### config.mk
export PLATFORM = sky130hd
export DESIGN_NAME = dcf_fifo_flags
export DESIGN_NICKNAME = d
export VERILOG_FILES = /design/src/inc/dcf_pkg.sv /design/src/hdl/dcf_fifo_flags.sv
export VERILOG_INCLUDE_DIRS = /design/src /design/src/inc
export SDC_FILE = /design/constraint.sdc
export NUM_CORES = 1
export LEC_CHECK = 0
export BUFFER_PORTS_ARGS = -buffer_cell sky130_fd_sc_hd__buf_2
export CORE_MARGIN = 2
export CORE_UTILIZATION = 61
export CTS_CLUSTER_DIAMETER = 80
export DETAILED_ROUTE_END_ITERATION = 12
export HOLD_SLACK_MARGIN = 0.02
export PLACE_DENSITY = 0.79
export SLEW_MARGIN = 20
export SYNTH_ARGS = -nofsm -noshare
export SYNTH_HDL_FRONTEND = slang
export SYNTH_SLANG_ARGS = --single-unit
### constraint.sdc
create_clock -name mclk_i -period 7.9 [get_ports mclk_i]
set_clock_uncertainty 0.1 [all_clocks]
set_input_delay 0.395 -clock mclk_i [delete_from_list [all_inputs] [get_ports mclk_i]]
set_output_delay 0.395 -clock mclk_i [all_outputs]
set_load 0.05 [all_outputs]
### src/inc/dcf_defs.svh
`ifndef DCF_DEFS_SVH
`define DCF_DEFS_SVH
// Storage depth, one of 64, 256, 512, 1024, 2048, 4096
`define DCF_DEPTH 64
// Offset register reset values: low byte 7, high byte 0
`define DCF_OFS_LSB_RST 8'h07
`define DCF_OFS_MSB_RST 8'h00
`define DCF_OFS_DEFAULT 16'h0007
// APB register byte addresses
`define DCF_REG_CTRL 12'h000
`define DCF_REG_STATUS 12'h004
`define DCF_REG_OFFSET 12'h008
// Control field: data bus output enable, driving after srst_i, unchanged by a pin reset
`define DCF_CTRL_OE 0
`define DCF_CTRL_OE_RST 1'b1
// Status fields
`define DCF_ST_FULL_N 0
`define DCF_ST_AFULL_N 1
`define DCF_ST_AEMPTY_N 2
`define DCF_ST_EMPTY_N 3
`define DCF_ST_MODE 4
`define DCF_ST_FILL 16
// Offset register fields
`define DCF_OFS_EMPTY 0
`define DCF_OFS_FULL 16
`endif

### src/inc/dcf_pkg.sv
package dcf_pkg;
  // Role of the dual-purpose enable/load pin, caught at reset
  typedef enum logic {DCF_MODE_LOAD, DCF_MODE_EXPAND} dcf_mode_e;
  typedef logic [8:0] dcf_word_t;
  typedef logic [7:0] dcf_ofs_t;
endpackage

### src/hdl/dcf_fifo_flags.sv
`timescale 1ns/1ps
`include "dcf_defs.svh"
`default_nettype none

module dcf_fifo_flags #(
  parameter int unsigned DEPTH = `DCF_DEPTH
) (
  input  wire logic        mclk_i,
  input  wire logic        srst_i,
  input  wire logic        reset_n_i,
  input  wire logic        wclk_i,
  input  wire logic        rclk_i,
  input  wire logic [8:0]  write_data_i,
  input  wire logic        write_enable_a_n_i,
  input  wire logic        write_enable_b_or_load_i,
  input  wire logic        read_enable_a_n_i,
  input  wire logic        read_enable_b_n_i,
  output logic      [8:0]  read_data_out_o,
  output logic             read_data_oe_o,
  output logic             full_n_o,
  output logic             almost_full_n_o,
  output logic             almost_empty_n_o,
  output logic             empty_n_o,
  input  wire logic        psel_i,
  input  wire logic        penable_i,
  input  wire logic        pwrite_i,
  input  wire logic [11:0] paddr_i,
  input  wire logic [31:0] pwdata_i,
  output logic      [31:0] prdata_o,
  output logic             pready_o,
  output logic             pslverr_o
);

  localparam int unsigned AW = $clog2(DEPTH);
  localparam logic [15:0] DEPTH16 = 16'(DEPTH);
  localparam logic [15:0] OFS_MASK = 16'(DEPTH - 1);

  // Pin synchroniser: all pins take the same two stages so data stays aligned with
  // the clock edges found; bits are reset, wclk, rclk, enables, data
  logic [15:0] sync1_ff;
  logic [15:0] sync2_ff;
  logic [1:0]  clk_prev_ff;
  always_ff @(posedge mclk_i) begin
    if (srst_i) begin
      sync1_ff    <= 16'h0000;
      sync2_ff    <= 16'h0000;
      clk_prev_ff <= 2'b00;
    end else begin
      sync1_ff    <= {reset_n_i, wclk_i, rclk_i, write_enable_a_n_i, write_enable_b_or_load_i,
                      read_enable_a_n_i, read_enable_b_n_i, write_data_i};
      sync2_ff    <= sync1_ff;
      clk_prev_ff <= sync2_ff[14:13];
    end
  end

  logic             pin_rst;
  logic             wclk_rise;
  logic             rclk_rise;
  logic             wea_n;
  logic             web_ld;
  logic             rd_en;
  dcf_pkg::dcf_word_t wdata;
  assign pin_rst   = ~sync2_ff[15];
  assign wclk_rise = sync2_ff[14] & ~clk_prev_ff[1];
  assign rclk_rise = sync2_ff[13] & ~clk_prev_ff[0];
  assign wea_n     = sync2_ff[12];
  assign web_ld    = sync2_ff[11];
  assign rd_en     = ~sync2_ff[10] & ~sync2_ff[9];
  assign wdata     = sync2_ff[8:0];

  // Storage array, no reset needed since the pointers guard every word
  dcf_pkg::dcf_word_t mem [DEPTH];

  logic [AW:0]        wr_ptr_ff;
  logic [AW:0]        rd_ptr_ff;
  logic [1:0]         wr_idx_ff;
  logic [1:0]         rd_idx_ff;
  dcf_pkg::dcf_ofs_t  ofs_ff [4];
  dcf_pkg::dcf_mode_e mode_ff;
  dcf_pkg::dcf_word_t dout_ff;
  logic               full_n_ff;
  logic               afull_n_ff;
  logic               aempty_n_ff;
  logic               empty_n_ff;
  logic [AW:0]        nxt_wr_ptr;
  logic [AW:0]        nxt_rd_ptr;
  logic [1:0]         nxt_wr_idx;
  logic [1:0]         nxt_rd_idx;
  dcf_pkg::dcf_ofs_t  nxt_ofs [4];
  dcf_pkg::dcf_mode_e nxt_mode;
  dcf_pkg::dcf_word_t nxt_dout;
  logic               nxt_full_n;
  logic               nxt_afull_n;
  logic               nxt_aempty_n;
  logic               nxt_empty_n;

  logic        fifo_rst;
  logic        load_sel;
  logic        wr_go;
  logic        rd_go;
  logic        ofs_wr;
  logic        ofs_rd;
  logic [AW:0] fill;
  logic [15:0] fill_aft;
  logic [AW:0] fill_nxt;
  logic [AW:0] fill_w;
  logic [AW:0] fill_r;
  logic [15:0] e_off;
  logic [15:0] f_off;
  logic [15:0] af_lvl;

  // Request decode; capacity checks use the true fill so a lagging flag can never
  // let a write overrun or a read underrun
  always_comb begin
    fifo_rst = srst_i | pin_rst;
    load_sel = (mode_ff == dcf_pkg::DCF_MODE_LOAD) & ~web_ld;
    fill     = wr_ptr_ff - rd_ptr_ff;
    wr_go    = wclk_rise & ~wea_n & web_ld & (16'(fill) != DEPTH16);
    rd_go    = rclk_rise & rd_en & ~load_sel & (fill != '0);
    ofs_wr   = wclk_rise & ~wea_n & load_sel;
    ofs_rd   = rclk_rise & rd_en & load_sel;
    if (mode_ff == dcf_pkg::DCF_MODE_EXPAND) begin
      e_off = `DCF_OFS_DEFAULT;
      f_off = `DCF_OFS_DEFAULT;
    end else begin
      e_off = {ofs_ff[1], ofs_ff[0]} & OFS_MASK;
      f_off = {ofs_ff[3], ofs_ff[2]} & OFS_MASK;
    end
    af_lvl = DEPTH16 - f_off;
  end

  // Next state of pointers, offsets, output register and the four flags
  always_comb begin
    nxt_wr_ptr   = wr_ptr_ff;
    nxt_rd_ptr   = rd_ptr_ff;
    nxt_wr_idx   = wr_idx_ff;
    nxt_rd_idx   = rd_idx_ff;
    nxt_ofs      = ofs_ff;
    nxt_mode     = mode_ff;
    nxt_dout     = dout_ff;
    nxt_full_n   = full_n_ff;
    nxt_afull_n  = afull_n_ff;
    nxt_aempty_n = aempty_n_ff;
    nxt_empty_n  = empty_n_ff;
    if (wr_go) begin
      nxt_wr_ptr = wr_ptr_ff + 1'b1;
    end
    if (rd_go) begin
      nxt_rd_ptr = rd_ptr_ff + 1'b1;
      nxt_dout   = mem[rd_ptr_ff[AW-1:0]];
    end
    if (ofs_wr) begin
      nxt_ofs[wr_idx_ff] = wdata[7:0];
      nxt_wr_idx         = wr_idx_ff + 2'b01;
    end
    if (ofs_rd) begin
      nxt_dout   = {1'b0, ofs_ff[rd_idx_ff]};
      nxt_rd_idx = rd_idx_ff + 2'b01;
    end
    // Differences at pointer width, so wrap-around stays modulo twice the depth
    fill_nxt = nxt_wr_ptr - nxt_rd_ptr;
    fill_w   = wr_ptr_ff - nxt_rd_ptr;
    fill_r   = nxt_wr_ptr - rd_ptr_ff;
    fill_aft = 16'(fill_nxt);
    // A read seen between two write edges only shows on the next write edge: the
    // allowed one-edge lag, bought for flags that never glitch between edges.
    // Almost flags judge the fill before this edge's own transfer, so a write on
    // the edge where almost-full falls leaves full minus (m-1); reads alike
    if (wclk_rise) begin
      nxt_full_n  = (fill_aft != DEPTH16);
      nxt_afull_n = (16'(fill_w) < af_lvl);
    end
    if (rclk_rise) begin
      nxt_empty_n  = (fill_aft != 16'h0000);
      nxt_aempty_n = (16'(fill_r) > e_off);
    end
    // Pin role is caught while reset is held; both clocks may run meanwhile
    if (pin_rst) begin
      nxt_mode = web_ld ? dcf_pkg::DCF_MODE_EXPAND : dcf_pkg::DCF_MODE_LOAD;
    end
    if (fifo_rst) begin
      nxt_wr_ptr   = '0;
      nxt_rd_ptr   = '0;
      nxt_wr_idx   = 2'b00;
      nxt_rd_idx   = 2'b00;
      nxt_ofs[0]   = `DCF_OFS_LSB_RST;
      nxt_ofs[1]   = `DCF_OFS_MSB_RST;
      nxt_ofs[2]   = `DCF_OFS_LSB_RST;
      nxt_ofs[3]   = `DCF_OFS_MSB_RST;
      nxt_dout     = 9'h000;
      nxt_full_n   = 1'b1;
      nxt_afull_n  = 1'b1;
      nxt_aempty_n = 1'b0;
      nxt_empty_n  = 1'b0;
    end
    if (srst_i) begin
      nxt_mode = dcf_pkg::DCF_MODE_LOAD;
    end
  end

  always_ff @(posedge mclk_i) begin
    wr_ptr_ff   <= nxt_wr_ptr;
    rd_ptr_ff   <= nxt_rd_ptr;
    wr_idx_ff   <= nxt_wr_idx;
    rd_idx_ff   <= nxt_rd_idx;
    ofs_ff      <= nxt_ofs;
    mode_ff     <= nxt_mode;
    dout_ff     <= nxt_dout;
    full_n_ff   <= nxt_full_n;
    afull_n_ff  <= nxt_afull_n;
    aempty_n_ff <= nxt_aempty_n;
    empty_n_ff  <= nxt_empty_n;
  end

  // Storage write
  always_ff @(posedge mclk_i) begin
    if (wr_go) begin
      mem[wr_ptr_ff[AW-1:0]] <= wdata;
    end
  end

  // APB slave: no wait states, answer in the first access cycle
  logic        oe_ff;
  logic        pready_ff;
  logic        pslverr_ff;
  logic [31:0] prdata_ff;
  logic        nxt_oe;
  logic        nxt_pready;
  logic        nxt_pslverr;
  logic [31:0] nxt_prdata;
  logic [31:0] status_w;
  logic [31:0] offset_w;
  logic        hit;

  always_comb begin
    status_w                   = 32'h0000_0000;
    status_w[`DCF_ST_FULL_N]   = full_n_ff;
    status_w[`DCF_ST_AFULL_N]  = afull_n_ff;
    status_w[`DCF_ST_AEMPTY_N] = aempty_n_ff;
    status_w[`DCF_ST_EMPTY_N]  = empty_n_ff;
    status_w[`DCF_ST_MODE]     = (mode_ff == dcf_pkg::DCF_MODE_EXPAND);
    status_w[`DCF_ST_FILL +: 13] = 13'(fill);
    offset_w                   = 32'h0000_0000;
    offset_w[`DCF_OFS_EMPTY +: 16] = e_off;
    offset_w[`DCF_OFS_FULL +: 16]  = f_off;
    nxt_oe      = oe_ff;
    nxt_pready  = psel_i & ~penable_i;
    nxt_pslverr = 1'b0;
    nxt_prdata  = 32'h0000_0000;
    hit         = 1'b0;
    case (paddr_i)
      `DCF_REG_CTRL: begin
        hit        = 1'b1;
        nxt_prdata = {31'h0, oe_ff};
      end
      `DCF_REG_STATUS: begin
        hit        = ~pwrite_i;
        nxt_prdata = status_w;
      end
      `DCF_REG_OFFSET: begin
        hit        = ~pwrite_i;
        nxt_prdata = offset_w;
      end
      default: begin
        hit = 1'b0;
      end
    endcase
    // Unmapped or read-only targets answer with an error and zero data
    if (!nxt_pready || pwrite_i || !hit) begin
      nxt_prdata = 32'h0000_0000;
    end
    if (nxt_pready) begin
      nxt_pslverr = ~hit;
    end
    if (psel_i && penable_i && pready_ff && pwrite_i && paddr_i == `DCF_REG_CTRL) begin
      nxt_oe = pwdata_i[`DCF_CTRL_OE];
    end
    if (srst_i) begin
      nxt_oe      = `DCF_CTRL_OE_RST;
      nxt_pready  = 1'b0;
      nxt_pslverr = 1'b0;
    end
  end

  always_ff @(posedge mclk_i) begin
    oe_ff      <= nxt_oe;
    pready_ff  <= nxt_pready;
    pslverr_ff <= nxt_pslverr;
    prdata_ff  <= nxt_prdata;
  end

  // Outputs straight from flops
  assign read_data_out_o  = dout_ff;
  assign read_data_oe_o   = oe_ff;
  assign full_n_o         = full_n_ff;
  assign almost_full_n_o  = afull_n_ff;
  assign almost_empty_n_o = aempty_n_ff;
  assign empty_n_o        = empty_n_ff;
  assign prdata_o         = prdata_ff;
  assign pready_o         = pready_ff;
  assign pslverr_o        = pslverr_ff;
endmodule // dcf_fifo_flags

`default_nettype wire

Word level (Yosys, flattened, before mapping)
Memory sizes are Yosys's and may differ from the RTL's. A register that Yosys moved wholly into a read port is not among the register bits.
Index checks and enable logic that the tools add are counted.
{"block": "word_totals", "out_inout_bits": 48, "latch_bits": 0, "mem_count": 1, "mem_bits_ro": 0, "input_bits": 65, "mem_bits_rw": 576, "word_cells": 104, "register_bits": 133}
{"block": "classes", "mul": 0, "n_div": 0, "shifts": 0, "eq_ne": 4, "n_lt_le_gt_ge": 5, "addsub": 9, "mux": 18, "n_bitwise": 29, "reduce_logical": 16}
{"memory": "mem", "words": 64, "width": 9, "read_ports": 1, "rd_ports_with_merged_regs": 1, "write_ports": 1, "line_no": "dcf_fifo_flags.sv:72", "text": "dcf_pkg::dcf_word_t mem [DEPTH];"}
{"op": "$pmux 32 s3", "count": 1}
{"op": "$mux 8", "count": 5}
{"op": "$bwmux 32", "count": 1}
{"op": "$sub 7x7->7", "count": 4}
{"op": "$mux 6", "count": 3}
{"op": "$bmux 8 s2", "count": 1}
{"op": "$demux 8 s2", "count": 1}
{"op": "$gt 7x16->1", "count": 1}
{"op": "$lt 7x16->1", "count": 1}
{"op": "$sub 7x16->16 const A", "count": 1}
{"op": "$add 7x1->7 const B", "count": 2}
{"op": "$mux 7", "count": 2}
{"op": "$ne 7x7->1 const B", "count": 2}
{"op": "$reduce_bool 7->1", "count": 2}
{"op": "$and 1x1->1", "count": 13}
{"op": "$not 1->1", "count": 13}
{"op": "$eq 12x3->1 const B", "count": 1}
{"op": "$eq 12x4->1 const B", "count": 1}
{"op": "$logic_not 12->1", "count": 1}
{"op": "$ge 3x3->1 const B", "count": 2}
{"op": "$not 2->3", "count": 2}
{"op": "$reduce_or 2->1", "count": 3}
{"op": "$logic_and 1x1->1", "count": 5}
{"op": "$add 2x1->2 const B", "count": 2}
{"op": "other kinds (7)", "count": 11}

Logic depth before layout (Yosys ltp)
Gate-level depths: netlist (run 1).
{"block": "logic_depth", "word_depth": 8, "ltp_mapped": 24, "mapped_depth_nobuf": 23}

Least setup slack after synthesis (run 1)
OpenSTA, ideal clock, no wires.
{"block": "synth_path", "path_type": "register to register", "start": "register rd_ptr_ff[2]", "end": "register afull_n_ff (netlist: almost_full_n_o)", "t_required_ns": 7.713, "n_path_buf": 3, "period_less_slack_ns": 6.051, "stages_incl_launch_ff": 24, "arrival_ns": 5.864, "slack_ns": 1.849, "cell_sequence": "dfxtp_1 > inv_1 > clkbuf_1 > buf_1 > ha_1 > nand2b_1 > a211oi_2 > nor4_1 > a311oi_4 > a21oi_1 > clkbuf_1 > xor2_1 > ha_1 > inv_1 > ha_1 > a21o_1 > maj3_1 > maj3_1 > a21o_1 > a21oi_1 > xnor2_1 > ha_1 > nor2b_1 > o31ai_1"}
{"block": "synth_between", "elab_chain_cells": 6}
{"element": "from (decl)", "line_no": "dcf_fifo_flags.sv:75", "text": "logic [AW:0] rd_ptr_ff;"}
{"element": "from (signal assigned)", "line_no": "dcf_fifo_flags.sv:203", "text": "rd_ptr_ff <= nxt_rd_ptr;"}
{"element": "$sub 7x7->7", "line_no": "dcf_fifo_flags.sv:117", "text": "fill = wr_ptr_ff - rd_ptr_ff;"}
{"element": "$reduce_bool 7->1", "line_no": "dcf_fifo_flags.sv:119", "text": "rd_go = rclk_rise & rd_en & ~load_sel & (fill != '0);"}
{"element": "$and 1x1->1", "line_no": "dcf_fifo_flags.sv:119"}
{"element": "$mux 7 (*)", "line_no": "dcf_fifo_flags.sv:148", "text": "if (rd_go) begin"}
{"element": "$sub 7x7->7 (*)", "line_no": "dcf_fifo_flags.sv:162", "text": "fill_w = wr_ptr_ff - nxt_rd_ptr;"}
{"element": "$lt 7x16->1 (*)", "line_no": "dcf_fifo_flags.sv:171", "text": "nxt_afull_n = (16'(fill_w) < af_lvl);"}
{"element": "to (signal assigned)", "line_no": "dcf_fifo_flags.sv:210", "text": "afull_n_ff <= nxt_afull_n;"}
{"element": "to (decl)", "line_no": "dcf_fifo_flags.sv:82", "text": "logic afull_n_ff;"}
Mark *: on every way between the ends. The rest lies on a longest branch, timed or not.
A chain may end at the register's enable or synchronous reset.

Worst setup path after layout (run 1)
{"block": "layout_path", "start": "register wr_ptr_ff[1]", "end": "register afull_n_ff (netlist: almost_full_n_o)"}
{"block": "layout_between", "elab_chain_cells": 6}
{"element": "from (decl)", "line_no": "dcf_fifo_flags.sv:74", "text": "logic [AW:0] wr_ptr_ff;"}
{"element": "from (signal assigned)", "line_no": "dcf_fifo_flags.sv:202", "text": "wr_ptr_ff <= nxt_wr_ptr;"}
{"element": "$sub 7x7->7", "line_no": "dcf_fifo_flags.sv:117"}
{"element": "$reduce_bool 7->1", "line_no": "dcf_fifo_flags.sv:119"}
{"element": "$and 1x1->1", "line_no": "dcf_fifo_flags.sv:119"}
{"element": "$mux 7", "line_no": "dcf_fifo_flags.sv:148"}
{"element": "$sub 7x7->7 (*)", "line_no": "dcf_fifo_flags.sv:162"}
{"element": "$lt 7x16->1 (*)", "line_no": "dcf_fifo_flags.sv:171"}
Marked as above.

==> run summary, run 1 <==
status -> completed
first-pass GRT wire length -> 93.5 mm
Max stage delay on crit path -> 0.60 ns
share of layout cells above drive strength 1 -> 24.1%
Resized Gates After CTS -> 0
Mapped Area -> 27900 sq um
Post-synth EDFFs -> 576
Critical Path RT -> 8.29 ns
pin count of the biggest net entering global routing -> 150
kind of end point of the critical path -> flop
vias in the first global route -> 14800
DRC Markers -> 0
max cap viols -> 0
average wire per standard cell -> 27.4 um
most frequent cells in the layout -> 576 x edfxtp_1, 197 x mux4_2, 121 x nor2_1
DP HPWL -> 35.8 mm
R2R Setup Slk -> 2.07 ns
Max FO, Critical Path -> 13
Final setup viols -> 0
crit path kind -> reg -> reg
clock latency on the worst-skew pair -> 0.59 ns
row count -> 78
DIE HEIGHT -> 218 um
Post-synth ARST share -> 0%
CP max stage cell -> a311oi_4
Achievable Freq -> 0.171 GHz
Pins Over Slew Limit -> 0
drt pass-1 iters -> 5
Hold Crit Class -> in -> reg
n_diodes -> 0
synth unique cells -> 65
part of the Yosys area used for sequential elements -> 70.1%
Clock Pin Slew Worst Setup and Hold Paths -> 0.06 ns
P per Cell Area -> 229 nW/um^2
Synth Flop Type -> edfxtp_1
final instance area -> 31100 sq um
Die Wd -> 218 um
Area Overhead vs Synth -> 11.3%
Max VDD drop -> 0.222 mV
RSZ-0062 raised after global routing -> false
H-tree levels -> 3
Yosys warnings -> 0
Via density -> 6.46
GRT Overall Usage -> 27.1%
clk root buf -> clkbuf_16
num ports -> 113
Mean Syn Cell Area -> 18.1 sq um
min Tclk post-route -> 5.83 ns
CTS sink cnt -> 690
Rel. slew slack -> 26.3%
CP top delay family -> compound AO/OA/AOI/OAI gates
Buf/Inv on CP -> 2
initial antenna violation count -> 2
final WL -> 62.5 mm
Final nets -> 1735
Die Area -> 47500 sq um
CP arrival -> 6.23 ns
ANT nets after route -> 0
post-layout util -> 68.7%
total power -> 7120 uW
GPL Wtd Cong -> 0.864
Synth Register Bits -> 690
Worst Max-Slew Pin Slew -> 1.10 ns
worst reg2reg startpoint -> wr_ptr_ff[1]
cts bufs inserted -> 68
cells after synthesis -> 1543
Area after DPL -> 28800 sq um
startpoint of the worst hold path -> paddr_i[2]
commonest non-fill, non-tap cell in the layout -> edfxtp_1
vias -> 14700
TNS Setup -> 0 ns
# fillers -> 2750
Port Buf Inserts -> 62
Final Cycle Share -> 73.8%
Hold Fails Final Rpt -> 0
crit path cell chain -> inv_1 -> fa_1 -> nand2b_1 -> a211oi_2 -> nor4_1 -> a311oi_4 -> a21oi_1 -> buf_4 -> mux2i_1 -> xnor2_1 -> ha_1 -> a21o_1 -> maj3_1 -> maj3_1 -> a21o_1 -> a21oi_1 -> xnor2_1 -> ha_1 -> nor2b_1 -> o31ai_1
postcts setup bufs -> 0
1st-iter DRT viols -> 1665
CP Launch Type -> flop
hold_buf cts -> 19
Leak -> 0.0110 uW
Clock Tree Buf Depth -> 3
global route overflow -> 0
CTS tree -> done
Starting Density -> 61.7%
Core Region -> 45300 sq um
Worst Setup SP -> wr_ptr_ff[1]
[final timing paths]
kind / cells after the start / to
setup / recovery: 20 / almost_full_n_o
hold / removal: 3 / prdata_o[0]
hold reg to reg: 1 / sync2_ff[9]
setup reg to reg: 20 / almost_full_n_o
[Yosys cell counts (all sizes together), types with 3 or more instances]
cell type | n | area share [%]
edfxtp | 576 | 62
mux4 | 197 | 16
nor2 | 121 | 1.6
dfxtp | 114 | 8.2
nand2 | 61 | 0.82
clkbuf | 56 | 0.75
a21oi | 45 | 0.82
nand3 | 45 | 0.81
buf | 42 | 0.82
nor2b | 42 | 0.95
ha | 38 | 1.7
xnor2 | 31 | 0.97
inv | 26 | 0.35
mux2i | 17 | 0.62
xor2 | 13 | 0.43
o21ai | 12 | 0.26
a211oi | 11 | 0.33
nand2b | 11 | 0.25
and2 | 6 | 0.13
o22ai | 6 | 0.13
a21o | 5 | 0.13
maj3 | 5 | 0.18
nor4 | 5 | 0.11
nand4 | 4 | 0.090
o21a | 4 | 0.11
a31oi | 3 | 0.067
nor3 | 3 | 0.054
nor3b | 3 | 0.081
or2 | 3 | 0.067
or3 | 3 | 0.067
or3b | 3 | 0.094
[worst min-delay path, delay by kind of cell]
kind | cells | cell delay, ns
and+or+nand+nor | 1 | 0.07
buffers and inverters | 1 | 0.14
AOI/OAI and AO/OA | 1 | 0.10
[registers in the layout (all words and copies together) (netlist names), 7 cells and up]
name and count:
sync2_ff 16, mem 576, rd_ptr_ff 7, wr_ptr_ff 7, sync1_ff 16, ofs_ff 32
read_data_out_o 9, prdata_o 13
[report_power, final]
group | switching, uW | internal, uW | total [uW] | leakage (uW)
sequential | 8.15 | 3930 | 3940 | 0.00723
clock | 1310 | 1760 | 3070 | 0.00104
combinational | 79.6 | 24.1 | 104 | 0.00276
[through the flow]
| step | worst slack, ns | std cells | hold WS [ns] |
|---|---|---|---|
| floorplan | 1.85 | 1561 | 0.314 |
| global placement | 2.25 | 2141 | 0.318 |
| detailed placement | 2.15 | 2141 | 0.324 |
| CTS | 2.09 | 2280 | 0.0262 |
| global route | 1.72 | 2280 | 0.0552 |
| finish | 2.07 | 2280 | 0.0575 |
[final cells by class]
cell class / instances / area [sq um] / share of cell area [%]
sequential: 690 / 19600 / 63.0
multi-input combinational: 747 / 7910 / 25.4
clock buffer: 98 / 1970 / 6.33
tap: 600 / 751 / 2.41
timing repair buffer: 97 / 633 / 2.04
clock inverter: 22 / 136 / 0.439
inverter: 26 / 97.6 / 0.314
[per-layer routing]
layer / global-route usage [%] / wire (um)
met5: 0 / 13
met4: 10.4 / 2430
met3: 4.88 / 4910
met2: 43.5 / 30700
met1: 37.6 / 24500
[kinds of logic (layout without fill, tap and decap cells)]
logic type,Yosys count,in the layout,share of synthesized area [%]
xor gates and xnor gates,44,44,1.41
adders and majority gates,45,45,2.02
DFF,690,690,70.1
and+or+nand+nor,321,321,5.50
AOI/OAI and AO/OA,103,103,2.51
buffers and inverters,124,243,1.92
other,1,19,0.0134
muxes,215,215,16.5
(Power assumes the default switching activity.)
==> inputs of run 2 (changes only) <==
- CORE_UTILIZATION: 61 -> 55
- PLACE_DENSITY: 0.79 -> 0.75
- clock period: 7.9 -> 4.7 ns (I/O delays scaled with it)
==> run 2 against run 1 <==
Critical path depth rose by 2; via count rose by 1.7%; utilization fell by 4.2 points; non-clock buffer count rose by 112; fmax rose by 28%; global-route usage fell by 2.6 points; sequential power rose by 68%; setup slack got worse by 1.9 ns; first-iteration DRC count rose by 3.1%; clock power rose by 73%; largest cell class unchanged.
==> run summary, run 2 (synthesis results as in run 1) <==
Rel. slew slack -> 27.0% (+0.67 points)
Final Cycle Share -> 96.8% (+23 points)
Final nets -> 1849 (+6.6%)
DP HPWL -> 37.3 mm (+4.2%)
status -> completed
CP max stage cell -> fa_2
Final Non-Filler Cells -> 2468 (+8.2%)
pin count of the biggest net entering global routing -> 151 (+0.67%)
final instance area -> 32300 sq um (+4.0%)
Buf/Inv on CP -> 4 (+2)
cts bufs inserted -> 70 (+2.9%)
Core Region -> 50200 sq um (+11%)
vias -> 15000 (+1.7%)
RSZ-0062 raised after global routing -> true
GRT Overall Usage -> 24.5% (-2.6 points)
Die Area -> 52600 sq um (+11%)
drt pass-1 iters -> 5 (unchanged)
Final setup viols -> 0 (unchanged)
Pins Over Slew Limit -> 0 (unchanged)
Max FO, Critical Path -> 4 (-9)
CP top delay family -> adder cells
crit path kind -> reg -> reg
R2R Setup Slk -> 0.15 ns (-1.92 ns)
clock latency on the worst-skew pair -> 0.62 ns (+0.03 ns)
Area Overhead vs Synth -> 15.7%
Critical Path RT -> 5.12 ns (-3.17 ns)
placed cell count -> 2305 (+7.7%)
Via density -> 6.07 (-6.1%)
initial antenna violation count -> 1 (-1)
Clock Tree Buf Depth -> 3 (unchanged)
final WL -> 63.3 mm (+1.3%)
Area after DPL -> 29700 sq um (+3.1%)
Achievable Freq -> 0.220 GHz (+28%)
average wire per standard cell -> 25.6 um (-6.4%)
global route overflow -> 0 (unchanged)
most frequent cells in the layout -> 576 x edfxtp_1, 197 x mux4_2, 121 x nor2_1
H-tree levels -> 3 (unchanged)
share of layout cells above drive strength 1 -> 30.1% (+6.0 points)
Max stage delay on crit path -> 0.37 ns (-0.23 ns)
GPL Wtd Cong -> 0.869 (+0.60%)
vias in the first global route -> 15400 (+4.0%)
n_diodes -> 0 (unchanged)
kind of end point of the critical path -> flop
CP arrival -> 4.97 ns (-1.26 ns)
Max VDD drop -> 0.255 mV (+15%)
Starting Density -> 55.7% (-6.0 points)
max reg flops -> 576 (unchanged)
P per Cell Area -> 375 nW/um^2 (+64%)
CP Launch Type -> flop
DRC Markers -> 0 (unchanged)
Clock Pin Slew Worst Setup and Hold Paths -> 0.06 ns (about the same)
1st-iter DRT viols -> 1716 (+3.1%)
ANT nets after route -> 0 (unchanged)
DIE HEIGHT -> 229 um (+5.2%)
Worst Max-Slew Pin Slew -> 1.09 ns (-0.00828 ns)
Hold Crit Class -> in -> reg
crit path cell chain -> inv_4 -> ha_4 -> fa_2 -> nand2b_4 -> a211oi_4 -> buf_4 -> a311oi_4 -> buf_6 -> a21oi_4 -> xor2_2 -> ha_2 -> inv_2 -> ha_2 -> a21o_1 -> maj3_2 -> maj3_2 -> a21o_1 -> a21oi_2 -> xnor2_1 -> ha_1 -> nor2b_1 -> o31ai_1
commonest non-fill, non-tap cell in the layout -> edfxtp_1
min Tclk post-route -> 4.55 ns (-1.28 ns)
CTS sink cnt -> 690 (unchanged)
Port Buf Inserts -> 62 (unchanged)
CTS tree -> done
first-pass GRT wire length -> 95.5 mm (+2.1%)
Die Wd -> 229 um (+5.2%)
row count -> 82 (+5.1%)
clk root buf -> clkbuf_16
# fillers -> 3285 (+19%)
num ports -> 113 (unchanged)
max cap viols -> 0 (unchanged)
Hold Fails Final Rpt -> 0 (unchanged)
Leak -> 0.0117 uW (+5.7%)
run 2: cell types whose count changed in the layout (fill, tap and decap cells not counted), sizes merged:
cell	previous run	this run
buf	78	181
bufinv	1	3
clkbuf	98	91
clkinv	19	22
clkinvlp	1	3
dlygate4sd3	19	28
inv	27	31
run 2: report_power, final:
| part | total, uW | switching [uW] | internal, uW |
|---|---|---|---|
| clock network | 5310 | 2270 | 3040 |
| logic | 190 | 145 | 45.2 |
| registers | 6610 | 5.14 | 6610 |
run 2: cell type report:
| cell class | count | area, sq um | area share, % |
|---|---|---|---|
| clock buffers | 91 | 1900 | 5.89 |
| clock inverters | 33 | 270 | 0.836 |
| inverters | 26 | 100 | 0.310 |
| multi-input cells | 747 | 8090 | 25.0 |
| flip-flops and latches | 690 | 19600 | 60.7 |
| well taps | 672 | 841 | 2.60 |
| repair buffers | 209 | 1510 | 4.68 |
run 2: repair_timing:
item | in CTS | in global routing
buffers inserted | 4 | 7
setup endpoints to repair | 1 | 3
hold endpoints to repair | 23 | 0
hold buffers | 28 | 0
resized for setup | 2 | 20
pin swaps | 2 | 20
run 2: path summary, 6_finish.rpt:
check | endpoint | start | depth (start not counted)
worst max-delay path | almost_full_n_o | wr_ptr_ff[0] | 22
worst min-delay path | mode_ff | srst_i | 2
worst max register to register | almost_full_n_o | wr_ptr_ff[0] | 22
worst min register to register | sync2_ff[12] | sync1_ff[12] | 1
run 2: stage by stage:
step           setup slack, ns  power [uW]  hold slack [ns]  setup TNS, ns  utilization [%]
2_1_floorplan          -0.0287        6860            0.263        -0.0287                -
3_3_place_gp            0.0584        6910            0.317              0             59.2
3_5_place_dp           -0.0739        6920            0.324        -0.0739             59.2
4_1_cts                0.00327       12200           0.0242              0             64.2
5_1_grt                -0.0778       12400           0.0907         -0.126             64.4
6_report                 0.150       12100           0.0518              0             64.4
run 2: routing by layer:
layer  global-route usage [%]  share of wire (%)
met1                     33.7                 39
met2                     40.5                 51
met3                     4.08                7.6
met4                     8.22                2.4
met5                        0                  0
==> inputs of run 3 (changes only) <==
- BUFFER_PORTS_ARGS: -buffer_cell sky130_fd_sc_hd__buf_2 -> -buffer_cell sky130_fd_sc_hd__clkbuf_2
==> run 3 against run 2 <==
Sequential power about the same; final cell count decreased by 0.16%; wire length decreased by 1.4%; fmax decreased by 2.5%; utilization about the same; die area unchanged; setup slack got worse by 0.12 ns; critical path type unchanged; critical endpoint unchanged.
==> run summary, run 3 (synthesis results as in run 1) <==
Max FO, Critical Path -> 4 (unchanged)
cell internal pwr -> 9730 uW (+0.39%)
commonest non-fill, non-tap cell in the layout -> edfxtp_1
CTS tree -> done
Die Area -> 52600 sq um (unchanged)
Switch Pwr -> 2400 uW (-1.0%)
CP arrival -> 5.08 ns (+0.11 ns)
placed cell count -> 2307 (+0.087%)
1st-iter DRT viols -> 1356 (-21%)
Max VDD drop -> 0.229 mV (-10%)
P per Cell Area -> 376 nW/um^2 (+0.17%)
final WL -> 62.4 mm (-1.4%)
combinational share of power -> 1.6% (about the same)
Clk pwr share -> 43.9% (about the same)
share of layout cells above drive strength 1 -> 30.1% (about the same)
kind of end point of the critical path -> flop
first-pass GRT wire length -> 94.4 mm (-1.2%)
register area -> 19600 sq um (unchanged)
vias -> 14900 (-0.39%)
clk root buf -> clkbuf_16
CP Launch Type -> flop
drt pass-1 iters -> 5 (unchanged)
DRC Markers -> 0 (unchanged)
Final Cycle Share -> 99.3% (+2.5 points)
Leak -> 0.0117 uW (about the same)
crit path cell chain -> inv_4 -> ha_4 -> fa_2 -> nand2b_4 -> a21oi_2 -> xnor2_1 -> buf_4 -> nor4b_4 -> a21oi_4 -> xor2_2 -> ha_2 -> inv_1 -> ha_1 -> a21o_1 -> maj3_2 -> maj3_2 -> a21o_1 -> a21oi_2 -> xnor2_1 -> ha_1 -> nor2b_1 -> o31ai_1
Critical Path RT -> 5.11 ns (about the same)
RSZ-0062 raised after global routing -> true
DIE HEIGHT -> 229 um (unchanged)
max cap viols -> 0 (unchanged)
vias in the first global route -> 15000 (-2.4%)
Core Region -> 50200 sq um (unchanged)
area of the multi-input gates -> 8080 sq um (about the same)
crit path kind -> reg -> reg
setup ws final -> 0.0337 ns (-0.116 ns)
Clock Tree Buf Depth -> 3 (unchanged)
initial antenna violation count -> 0 (-1)
GRT Overall Usage -> 24.2% (-0.32 points)
average wire per standard cell -> 25.3 um (-1.2%)
Seq pwr share -> 54.5% (about the same)
Final nets -> 1843 (-0.32%)
CP max stage cell -> fa_2
ANT nets after route -> 0 (unchanged)
DP HPWL -> 37.6 mm (+0.68%)
Die Wd -> 229 um (unchanged)
# fillers -> 3280 (-0.15%)
pin count of the biggest net entering global routing -> 100 (-34%)
global route overflow -> 0 (unchanged)
GPL Wtd Cong -> 0.855 (-1.6%)
Worst Max-Slew Pin Slew -> 1.14 ns (+0.0492 ns)
Port Buf Inserts -> 62 (unchanged)
H-tree levels -> 3 (unchanged)
Final setup viols -> 0 (unchanged)
Pins Over Slew Limit -> 0 (unchanged)
Achievable Freq -> 0.214 GHz (-2.5%)
row count -> 82 (unchanged)
cts bufs inserted -> 68 (-2.9%)
num ports -> 113 (unchanged)
DP Worst Slack -> 0.0412 ns (+0.115 ns)
Clock Pin Slew Worst Setup and Hold Paths -> 0.06 ns (about the same)
Max stage delay on crit path -> 0.37 ns (about the same)
CTS sink cnt -> 690 (unchanged)
Area Overhead vs Synth -> 15.6% (about the same)
n_diodes -> 0 (unchanged)
Hold Crit Class -> in -> reg
total power -> 12100 uW (+0.11%)
most frequent cells in the layout -> 576 x edfxtp_1, 197 x mux4_2, 121 x nor2_1
Final Non-Filler Cells -> 2464 (-0.16%)
status -> completed
clock latency on the worst-skew pair -> 0.60 ns (-0.02 ns)
Sw Share -> 19.8% (-0.22 points)
Rel. slew slack -> 23.7% (-3.3 points)
max reg flops -> 576 (unchanged)
Hold Fails Final Rpt -> 0 (unchanged)
min Tclk post-route -> 4.67 ns (+0.116 ns)
Starting Density -> 55.7% (unchanged)
Via density -> 6.05 (-0.23%)
TNS Setup -> 0 ns (unchanged)
## run 3: cell count changes in the layout (fill, tap and decap cells not counted), sizes merged
cell | previous run | this run
bufinv | 3 | 4
clkbuf | 91 | 152
inv | 31 | 29
clkinv | 22 | 24
buf | 181 | 115
## run 3: critical path: cells and delay by family, from the launching register on
kind	cells	cell delay, ns
fa+ha+maj	7	1.80
compound gates	6	0.96
xor+xnor	3	0.46
flops	1	0.35
buf+inv	3	0.26
simple gates	3	0.64
## run 3: cell type report
| cell class | instances | area share (%) |
|---|---|---|
| inverter | 26 | 0.310 |
| multi-input combinational | 747 | 25.0 |
| clock buffer | 90 | 5.86 |
| clock inverter | 34 | 0.953 |
| sequential | 690 | 60.7 |
| tap | 672 | 2.60 |
| timing repair buffer | 205 | 4.56 |
## run 3: timing repair
action / 4_1_cts / 5_1_grt
buffers inserted: 0 / 5
hold buffers: 28 / 0
endpoints found under the hold margin: 24 / 0
gates resized for setup: 0 / 19
setup endpoints to repair: 0 / 3
## run 3: per-layer routing
layer  track usage [%]  vias up  wire length (um)
met3              3.37      123              4200
met2              39.6      635             31100
li1                  -     6445                 -
met4              8.69        0              1940
met5                 0        -                 0
met1              33.8     7714             25200
## run 3: final timing paths
kind	from	slack, ns	to	depth (start not counted)
worst max-delay path	wr_ptr_ff[0]	0.03	almost_full_n_o	22
worst min-delay path	pwrite_i	0.13	prdata_o[1]	5
worst max register to register	wr_ptr_ff[0]	0.03	almost_full_n_o	22
worst min register to register	sync1_ff[0]	0.33	sync2_ff[0]	1
## run 3: power by group through the flow
stage,Combinational (uW),Clock [uW],Sequential [uW]
final,188,5330,6610
after global routing,201,5640,6610
after global placement,162,0,6740
after detailed placement,171,0,6750
after CTS,187,5400,6610
after floorplan,81.3,0,6780
## run 3: stage by stage
| step | util (%) | hold WS, ns | instance area [sq um] |
|---|---|---|---|
| floorplan | - | 0.263 | 28200 |
| global placement | 59.2 | 0.318 | 29700 |
| detailed placement | 59.2 | 0.324 | 29700 |
| CTS | 64.1 | 0.0848 | 32200 |
| global route | 64.4 | 0.152 | 32300 |
| finish | 64.4 | 0.132 | 32300 |
